[config.mk]
export PLATFORM = sky130hd
export DESIGN_NAME = gcu_pin_setup
export DESIGN_NICKNAME = d
export VERILOG_FILES = /design/src/gcu_pin_setup.v /design/src/gcu_pin_sync.v
export VERILOG_INCLUDE_DIRS = /design/src
export SDC_FILE = /design/constraint.sdc
export NUM_CORES = 1
export LEC_CHECK = 0
export BUFFER_PORTS_ARGS = -buffer_cell sky130_fd_sc_hd__buf_4
export CORE_MARGIN = 8
export CORE_UTILIZATION = 35
export DETAILED_ROUTE_END_ITERATION = 16
export PLACE_DENSITY = 0.66
export SYNTH_ARGS = -nofsm -noshare
export SYNTH_HDL_FRONTEND = slang
export SYNTH_HIERARCHICAL = 1
export SYNTH_SLANG_ARGS = --single-unit
[constraint.sdc]
create_clock -name core_clk -period 2.2 [get_ports core_clk]
set_input_delay 0.11 -clock core_clk [delete_from_list [all_inputs] [get_ports core_clk]]
set_output_delay 0.11 -clock core_clk [all_outputs]
set_load 0.1 [all_outputs]
[src/gcu_map.vh]
// Register offsets, field positions, reset values and timing for the pin setup.
// Included by the pin setup block and its pin sampler.
`ifndef GCU_MAP_VH
`define GCU_MAP_VH
`define GCU_ADDR_W          8
`define GCU_PIN_SETUP_A     8'h1D
`define GCU_PIN_SETUP_B     8'h1E
`define GCU_IRQ_STATUS      8'h30
`define GCU_IRQ_MASK        8'h31
`define GCU_PIN_LEVEL       8'h32
`define GCU_SETUP_A_RESET   16'h0000
`define GCU_SETUP_B_RESET   16'h0000
`define GCU_SETUP_A_MASK    16'h3FFF
`define GCU_SETUP_B_MASK    16'h03FF
`define GCU_DRIVE_LSB       0
`define GCU_ALARM_BIT       7
`define GCU_WAKE_BIT        8
`define GCU_TRIG_BIT        9
`define GCU_MODE_RATIO      2'b00
`define GCU_MODE_ABS        2'b01
`define GCU_MODE_DIN        2'b10
`define GCU_MODE_DOUT       2'b11
`define GCU_IRQ_TRIG        0
`define GCU_IRQ_WAKE        1
`define GCU_IRQ_ALARM       2
`define GCU_IRQ_W           3
`define GCU_SYNC_STAGES     2
`endif

[src/gcu_pin_setup.v]
// Pin setup block: mode, drive level and special functions of seven pins.
// Assumes a same-clock register port master and asynchronous pin inputs.
//
// How it works
// - Setup A holds seven two-bit mode fields, pin 6 at 13:12, 15:14 zero.
// - Mode 00 ratiometric, 01 absolute analog, 10 digital in, 11 digital out.
// - A digital-output pin is driven low for drive bit 0, high for 1.
// - Drive bits at setup B 6:0 count only when the pin mode is 11.
// - With bit 9 set, pin 2 rising edge starts converter 1 in normal mode.
// - The pin 2 conversion trigger works only while pin 2 mode is 10.
// - With bit 8 set, any pin 0 edge wakes the device from sleep.
// - The pin 0 wake-up works only while pin 0 mode is 10.
// - With bit 7 set and pin 0 high as input, the fault pin asserts.
// - The pin 0 fault routing works only while pin 0 mode is 10.
//
// The strobed register port is this design's own decision.
`timescale 1ns/10ps
`include "gcu_map.vh"
module gcu_pin_setup #(
    parameter PINS = 7
) (
    // Clock and reset
    input  wire                   core_clk,
    input  wire                   reset_n,
    // Register port
    input  wire [`GCU_ADDR_W-1:0] reg_addr,
    input  wire [15:0]            reg_wdata,
    input  wire                   reg_wr,
    input  wire                   reg_rd,
    output reg  [15:0]            reg_rdata,
    // Pins
    input  wire [PINS-1:0]        pin_in,
    output reg  [PINS-1:0]        pin_out,
    output reg  [PINS-1:0]        pin_oe,
    // Device state and events
    input  wire                   normal_mode,
    input  wire                   sleep_mode,
    output reg                    conv_start,
    output reg                    wake_req,
    output reg                    fault_pin,
    output reg                    irq
);
    reg  [15:0]           pin_setup_a_reg;
    reg  [15:0]           pin_setup_b_reg;
    reg  [`GCU_IRQ_W-1:0] irq_status_reg;
    reg  [`GCU_IRQ_W-1:0] irq_mask_reg;
    reg  [PINS-1:0]       pin_prev_reg;
    reg  [`GCU_IRQ_W-1:0] irq_status_next;
    reg  [PINS-1:0]       out_mask;
    reg  [PINS-1:0]       in_mask;
    wire [PINS-1:0]       pin_sync;
    wire                  trig_evt;
    wire                  wake_evt;
    wire                  alarm_lvl;

    // Next values and write decode.
    reg  [15:0]           pin_setup_a_next;
    reg  [15:0]           pin_setup_b_next;
    reg  [`GCU_IRQ_W-1:0] irq_mask_next;
    reg  [15:0]           rdata_next;
    reg  [PINS-1:0]       pin_oe_next;
    reg  [PINS-1:0]       pin_out_next;
    reg                   irq_next;
    wire                  wr_setup_a;
    wire                  wr_setup_b;
    wire                  wr_irq_status;
    wire                  wr_irq_mask;
    integer               i;

    // Returns the two-bit mode field of one pin.
    function [1:0] pin_mode_field;
        input [15:0]  setup;
        input integer idx;
        begin
            pin_mode_field = setup[2*idx +: 2];
        end
    endfunction

    // Returns one when a strobe is aimed at the given register.
    function addr_hit;
        input                   strobe;
        input [`GCU_ADDR_W-1:0] addr;
        input [`GCU_ADDR_W-1:0] target;
        begin
            addr_hit = strobe && (addr == target);
        end
    endfunction

    gcu_pin_sync #(
        .WIDTH (PINS)
    ) u_sync (
        .core_clk  (core_clk),
        .reset_n   (reset_n),
        .pin_async (pin_in),
        .pin_sync  (pin_sync)
    );

    // Per-pin mode decode.
    always @* begin
        out_mask = {PINS{1'b0}};
        in_mask  = {PINS{1'b0}};
        for (i = 0; i < PINS; i = i + 1) begin
            out_mask[i] = (pin_mode_field(pin_setup_a_reg, i)
                           == `GCU_MODE_DOUT);
            in_mask[i]  = (pin_mode_field(pin_setup_a_reg, i)
                           == `GCU_MODE_DIN);
        end
    end

    assign trig_evt  = pin_setup_b_reg[`GCU_TRIG_BIT] && in_mask[2]
                       && pin_sync[2] && !pin_prev_reg[2]
                       && normal_mode;
    assign wake_evt  = pin_setup_b_reg[`GCU_WAKE_BIT] && in_mask[0]
                       && (pin_sync[0] != pin_prev_reg[0])
                       && sleep_mode;
    assign alarm_lvl = pin_setup_b_reg[`GCU_ALARM_BIT] && in_mask[0]
                       && pin_sync[0];

    // Status bits: a new event wins over a write-one clear.
    always @* begin
        irq_status_next = irq_status_reg;
        if (wr_irq_status) begin
            irq_status_next = irq_status_reg & ~reg_wdata[`GCU_IRQ_W-1:0];
        end
        irq_status_next[`GCU_IRQ_TRIG]  = irq_status_next[`GCU_IRQ_TRIG]
                                          | trig_evt;
        irq_status_next[`GCU_IRQ_WAKE]  = irq_status_next[`GCU_IRQ_WAKE]
                                          | wake_evt;
        irq_status_next[`GCU_IRQ_ALARM] = irq_status_next[`GCU_IRQ_ALARM]
                                          | alarm_lvl;
    end

    // Write decode.
    assign wr_setup_a    = addr_hit(reg_wr, reg_addr, `GCU_PIN_SETUP_A);
    assign wr_setup_b    = addr_hit(reg_wr, reg_addr, `GCU_PIN_SETUP_B);
    assign wr_irq_status = addr_hit(reg_wr, reg_addr, `GCU_IRQ_STATUS);
    assign wr_irq_mask   = addr_hit(reg_wr, reg_addr, `GCU_IRQ_MASK);

    // Setup A takes the mode fields; bits 15:14 stay zero.
    always @* begin
        pin_setup_a_next = pin_setup_a_reg;
        if (wr_setup_a) begin
            pin_setup_a_next = reg_wdata & `GCU_SETUP_A_MASK;
        end
    end

    // Setup B takes drive levels and enables; bits 15:10 stay zero.
    always @* begin
        pin_setup_b_next = pin_setup_b_reg;
        if (wr_setup_b) begin
            pin_setup_b_next = reg_wdata & `GCU_SETUP_B_MASK;
        end
    end

    // The interrupt mask takes the low status-wide bits.
    always @* begin
        irq_mask_next = irq_mask_reg;
        if (wr_irq_mask) begin
            irq_mask_next = reg_wdata[`GCU_IRQ_W-1:0];
        end
    end

    // Read data stands in the cycle after the strobe and is zero otherwise.
    always @* begin
        rdata_next = 16'h0000;
        if (addr_hit(reg_rd, reg_addr, `GCU_PIN_SETUP_A)) begin
            rdata_next = pin_setup_a_reg;
        end else if (addr_hit(reg_rd, reg_addr, `GCU_PIN_SETUP_B)) begin
            rdata_next = pin_setup_b_reg;
        end else if (addr_hit(reg_rd, reg_addr, `GCU_IRQ_STATUS)) begin
            rdata_next = {{(16-`GCU_IRQ_W){1'b0}}, irq_status_reg};
        end else if (addr_hit(reg_rd, reg_addr, `GCU_IRQ_MASK)) begin
            rdata_next = {{(16-`GCU_IRQ_W){1'b0}}, irq_mask_reg};
        end else if (addr_hit(reg_rd, reg_addr, `GCU_PIN_LEVEL)) begin
            rdata_next = {{(16-PINS){1'b0}}, pin_sync};
        end
    end

    // Only digital-output pins have their driver enabled.
    always @* begin
        pin_oe_next = out_mask;
    end

    // Only digital-output pins carry their drive level.
    always @* begin
        pin_out_next = pin_setup_b_reg[`GCU_DRIVE_LSB +: PINS]
                       & out_mask;
    end

    // The interrupt follows status and mask as they will stand.
    always @* begin
        irq_next = |(irq_status_next & irq_mask_next);
    end

    // The setup A register.
    always @(posedge core_clk or negedge reset_n) begin
        if (!reset_n) begin
            pin_setup_a_reg <= `GCU_SETUP_A_RESET;
        end else begin
            pin_setup_a_reg <= pin_setup_a_next;
        end
    end

    // The setup B register.
    always @(posedge core_clk or negedge reset_n) begin
        if (!reset_n) begin
            pin_setup_b_reg <= `GCU_SETUP_B_RESET;
        end else begin
            pin_setup_b_reg <= pin_setup_b_next;
        end
    end

    // The sticky interrupt status.
    always @(posedge core_clk or negedge reset_n) begin
        if (!reset_n) begin
            irq_status_reg <= {`GCU_IRQ_W{1'b0}};
        end else begin
            irq_status_reg <= irq_status_next;
        end
    end

    // The interrupt mask.
    always @(posedge core_clk or negedge reset_n) begin
        if (!reset_n) begin
            irq_mask_reg <= {`GCU_IRQ_W{1'b0}};
        end else begin
            irq_mask_reg <= irq_mask_next;
        end
    end

    // The previous pin levels for edge detection.
    always @(posedge core_clk or negedge reset_n) begin
        if (!reset_n) begin
            pin_prev_reg <= {PINS{1'b0}};
        end else begin
            pin_prev_reg <= pin_sync;
        end
    end

    // The read data.
    always @(posedge core_clk or negedge reset_n) begin
        if (!reset_n) begin
            reg_rdata <= 16'h0000;
        end else begin
            reg_rdata <= rdata_next;
        end
    end

    // The pin output enables.
    always @(posedge core_clk or negedge reset_n) begin
        if (!reset_n) begin
            pin_oe <= {PINS{1'b0}};
        end else begin
            pin_oe <= pin_oe_next;
        end
    end

    // The pin output levels.
    always @(posedge core_clk or negedge reset_n) begin
        if (!reset_n) begin
            pin_out <= {PINS{1'b0}};
        end else begin
            pin_out <= pin_out_next;
        end
    end

    // The conversion start pulse.
    always @(posedge core_clk or negedge reset_n) begin
        if (!reset_n) begin
            conv_start <= 1'b0;
        end else begin
            conv_start <= trig_evt;
        end
    end

    // The wake-up pulse.
    always @(posedge core_clk or negedge reset_n) begin
        if (!reset_n) begin
            wake_req <= 1'b0;
        end else begin
            wake_req <= wake_evt;
        end
    end

    // The fault pin level.
    always @(posedge core_clk or negedge reset_n) begin
        if (!reset_n) begin
            fault_pin <= 1'b0;
        end else begin
            fault_pin <= alarm_lvl;
        end
    end

    // The interrupt output.
    always @(posedge core_clk or negedge reset_n) begin
        if (!reset_n) begin
            irq <= 1'b0;
        end else begin
            irq <= irq_next;
        end
    end
endmodule

[src/gcu_pin_sync.v]
// Two-flop synchroniser for the general-purpose pin inputs.
// Assumes pins are asynchronous to core_clk.
`timescale 1ns/10ps
`include "gcu_map.vh"
module gcu_pin_sync #(
    parameter WIDTH = 7
) (
    // Clock and reset
    input  wire             core_clk,
    input  wire             reset_n,
    // Pins
    input  wire [WIDTH-1:0] pin_async,
    output reg  [WIDTH-1:0] pin_sync
);
    reg [WIDTH-1:0] meta_reg;

    always @(posedge core_clk or negedge reset_n) begin
        if (!reset_n) begin
            meta_reg <= {WIDTH{1'b0}};
            pin_sync <= {WIDTH{1'b0}};
        end else begin
            meta_reg <= pin_async;
            pin_sync <= meta_reg;
        end
    end
endmodule

# After elaboration in Yosys (flattened, before gate mapping)
# Cells that the tools add are included.
[totals]
regBits = 81
in_bits = 37
output_inout_bits = 34
elab_cells = 63
[classes]
n_eq_ne = 15
n_mux = 7
bitwise = 7
reduce_logical = 20
[op_table]
columns = ["op", "count"]
rows = [
  ["$eq 8x6->1 const B", 3],
  ["$mux 7", 3],
  ["$eq 2x2->1 const B", 9],
  ["$logic_and 1x1->1", 18],
  ["$eq 8x5->1 const B", 2],
  ["$mux 16", 1],
  ["$mux 10", 1],
  ["$and 7x7->7", 1],
  ["$and 3x3->3", 2],
  ["$mux 3", 2],
  ["$not 3->3", 1],
  ["$or 1x1->1", 3],
  ["$reduce_or 3->1", 1],
  ["$logic_not 1->1", 1],
  ["$ne 1x1->1", 1],
]

# Depth between registers and ports, before layout
[depth]
ltp_word = 8
ltp_mapped = 7
mapped_depth_nobuf = 5

# By module
# The synthesis kept the hierarchy.
[by_module_without_submodules]
columns = ["mod", "n_inst", "cells_per_inst", "area_each_um2", "seq_area_each_um2"]
rows = [
  ["gcu_pin_setup", 1, 181, 2601.2, 1601.5],
  ["gcu_pin_sync", 1, 14, 350.3, 350.3],
]

# Worst setup path before layout
# OpenSTA, ideal clock, no wires.
[synth_path]
kind = "input-to-reg"
startpoint = "input port reg_addr[0]"
endpoint = "register irq"
setup_ps = 126
t_arrival_ps = 1302
t_required_ps = 2074
setup_slack_ps = 772
cell_stages = 6
n_path_buf = 1
cell_sequence = "buf_4 and2b_2 nand4_4 mux2_4 and2_1 a221o_1"
[synth_between]
word_cells_on_any_way = 11
cone_classes = "2 x eq/ne; 2 x mux; 4 x bitwise; 3 x reduce/logical"
[synth_rtl]
columns = ["element", "line_no", "source"]
rows = [
  ["from (decl)", "gcu_pin_setup.v:26", "input wire [`GCU_ADDR_W-1:0] reg_addr,"],
  ["$eq 8x6->1", "gcu_pin_setup.v:85", "addr_hit = strobe && (addr == target);"],
  ["$logic_and 1x1->1", "gcu_pin_setup.v:85", ""],
  ["$mux 3", "gcu_pin_setup.v:158", "if (wr_irq_mask) begin"],
  ["net irq_mask_next[1]", "gcu_pin_setup.v:59", "reg [`GCU_IRQ_W-1:0] irq_mask_next;"],
  ["$and 3x3->3", "gcu_pin_setup.v:192", "irq_next = |(irq_status_next & irq_mask_next);"],
  ["$reduce_or 3->1", "gcu_pin_setup.v:192", ""],
  ["net irq_next", "gcu_pin_setup.v:63", "reg irq_next;"],
  ["to (signal assigned)", "gcu_pin_setup.v:299", "irq <= irq_next;"],
  ["to (decl)", "gcu_pin_setup.v:41", "output reg irq"],
]
# The timed path passes the listed nets, and every way through them passes these cells.
# A chain may end at the register's enable or synchronous reset.

# Worst setup path in the final report
[layout_path]
startpoint = "register u_sync.pin_sync[0]"
endpoint = "register irq"
[layout_between]
elab_chain_cells = 6
word_cells_on_any_way = 8
cone_classes = "1 x eq/ne; 3 x bitwise; 4 x reduce/logical"
[layout_rtl]
columns = ["element", "line_no", "source"]
rows = [
  ["from (decl)", "gcu_pin_sync.v:13", "output reg [WIDTH-1:0] pin_sync"],
  ["from (signal assigned)", "gcu_pin_sync.v:20", "pin_sync <= {WIDTH{1'b0}};"],
  ["from (signal assigned)", "gcu_pin_sync.v:23", "pin_sync <= meta_reg;"],
  ["$ne 1x1->1", "gcu_pin_setup.v:114", "&& (pin_sync[0] != pin_prev_reg[0])"],
  ["$logic_and 1x1->1 (2 in series)", "gcu_pin_setup.v:113", "assign wake_evt = pin_setup_b_reg[`GCU_WAKE_BIT] && in_mask[0]"],
  ["net wake_evt", "gcu_pin_setup.v:53", "wire wake_evt;"],
  ["$or 1x1->1", "gcu_pin_setup.v:127", "irq_status_next[`GCU_IRQ_WAKE] = irq_status_next[`GCU_IRQ_WAKE]"],
  ["net irq_status_next[1]", "gcu_pin_setup.v:48", "reg [`GCU_IRQ_W-1:0] irq_status_next;"],
  ["$and 3x3->3", "gcu_pin_setup.v:192", ""],
  ["$reduce_or 3->1", "gcu_pin_setup.v:192", ""],
  ["net irq_next", "gcu_pin_setup.v:63", ""],
]
# The timed path passes the listed nets, and every way through them passes these cells.

==> impl_metrics.yaml <==
critical_path:
  crit_path_cell_trace: "xor2_1, and4_1, a21o_1, and2_1, a221o_1"
  start_kind: "flip-flop"
  cp.required_ns: 2.41
  critPathCaptureType: "flip-flop"
  slowest_delay_ns: 0.43
  crit_buf_inv: 0
  crit_fanout: 4
  crit_family: "flip-flops"
  crit_path_top_delay_cell: "dfrtp_1"
  critPathKind: "reg -> reg"
  crit_arrival_ns: 1.71
layout:
  n_fill_cell: 716
  drive_gt1_frac: 0.409
  fin_nets: 320
  syn2layout_area_growth_pct: 30.8
  antenna_cells: 0
worst_hold_path:
  hp-class: "in -> reg"
global_routing:
  grtUsageTotal: 0.116
  grt_pass1_vias: 1990
  grt_pass1_wl_mm: 10.3
  overflow: 0
  grt_max_degree: 48
  antenna_found_initial: 0
logic_synthesis:
  synthDominantCellAreaShare: 0.661
  synth_flop_cell: "dfrtp_1"
  netlist_area_um2: 2950
  synthTopCellsByCount: "dfrtp_1 (78), and2_1 (18), mux2_2 (16), mux2_4 (11), and3_1 (9)"
  syn-instance-count: 195
  synth.area.top_cells: "dfrtp_1 (66%), mux2_2 (6.1%), mux2_4 (5.6%)"
  synth_edf_count: 0
  syn_area_per_cell_um2: 15.1
  ys_ff_latch: 78
  ys_warn_count: 6
  seq_area_frac_synth: 0.661
  yosys.area.top_type: "dfrtp_1"
  ys_types: 36
  synth_most_common_cell: "dfrtp_1"
  async_reset_ff_frac: 1.00
timing:
  setup-tns-final_ns: 0
  fin_skew_ns: 0.00637
  timing.final.crit_share: 0.682
  whs_ns: 0.0166
  rsz0062_at_grt: "no"
  layout_setup_ws_ns: 0.700
  hold_viol: 0
  min_period_ns: 1.50
  relSlewSlack: 0.616
  fmax_mhz: 667
  drv_slew: 0
  setup_viol: 0
  worst_pin_slew_ns: 0.576
placed_design:
  hpwl_mm: 4.55
  io_buffers: 66
  pre_cts_ws_ns: 0.345
  gp_congestion: 0.829
clock_tree:
  hold_buffers: 13
  numCtsBuffers: 9
  cts_resized: 0
  cts_max_level: 3
  worstSkewPairLatency_ns: 0.33
  cts.sinks: 78
  post_cts_buffers: 0
  cts_tree: "built"
  clk_pin_slew_ns: 0.07
  cts_max_path_buffers: 2
  root_buffer: "clkbuf_8"
die:
  dieArea_um2: 11600
  die_x_um: 108
  start_util: 0.359
  die_y_um: 108
  core_um2: 8220
  pin_count: 71
  rows: 33
detailed_routing:
  drt_first_pass_iters: 4
  vias_per_cell: 4.63
  antenna_left: 0
  post_drt_wl_per_cell_um: 15.7
  route.detailed.drc: 0
  vias: 1809
  drtIter0Drc: 83
  routed_wl_mm: 6.14
pwr:
  p_leak_nw: 2.01
  vdd_drop_max_uv: 300
  power.density_nw_per_um2: 691
outcome:
  status: "finished, final reports clean"
run:
  maxCapViolCount: 0
where the power goes:
part | total, mW | internal, mW | leakage (nW) | switching [mW]
clock network | 0.978 | 0.505 | 0.0907 | 0.473
registers | 1.50 | 1.47 | 1.05 | 0.0267
logic | 0.189 | 0.0933 | 0.867 | 0.0961
cells by family (layout without fill, tap and decap cells):
family / count (synthesis) / in the layout / share of synthesized area
DFF: 78 / 78 / 0.661
and+or+nand+nor: 56 / 56 / 0.129
muxes: 30 / 30 / 0.127
AOI/OAI and AO/OA: 22 / 22 / 0.0598
buffers and inverters: 7 / 97 / 0.0182
other: 1 / 2 / 0.00127
xor gates and xnor gates: 1 / 1 / 0.00297
through the flow:
step	cell area, um2	total power [mW]	std cells	utilization
floorplan	2960	1.60	196	-
global placement	3550	1.70	364	0.433
detailed placement	3550	1.70	364	0.433
CTS	3860	2.70	391	0.470
global route	3860	2.81	391	0.470
finish	3860	2.67	391	0.470
layout make-up:
cell class	count	area, um2	share of cell area
clock inverter	5	52.6	0.0136
tap	105	131	0.0340
multi-input combinational	111	950	0.246
clock buffer	9	124	0.0321
inverter	1	3.75	0.000972
timing repair buffer	82	648	0.168
sequential	78	1950	0.506
layer usage:
layer,GRT usage,wire (um)
met5,0,0
met1,0.145,2710
met2,0.179,2920
met3,0.0371,421
met4,0.0505,91
placed cells by master, fill, tap and decap left out, types with 4 or more instances in the layout:
master,netlist,layout
clkbuf_8,0,9
nor2_1,6,6
mux2_2,16,16
and2_1,18,18
and3_1,9,9
o21ai_0,4,4
nand2_1,5,5
buf_4,3,69
dfrtp_1,78,78
dlygate4sd3_1,0,13
mux2_4,11,11
a221o_1,5,5
final timing paths:
check,startpoint,endpoint,depth (start not counted),slack (ns)
worst max-delay path,u_sync/pin_sync[0],irq,5,0.70
worst min-delay path,reg_wdata[7],pin_mode_field.setup[7],2,0.02
worst max register to register,u_sync/pin_sync[0],irq,5,0.70
worst min register to register,u_sync/meta_reg[1],u_sync/pin_sync[1],0,0.35
max in group asynchronous,reset_n,pin_setup_b_reg[4],3,1.24
min in group asynchronous,reset_n,u_sync/meta_reg[0],2,0.32
Note: power is estimated with default switching activity, not from simulation.
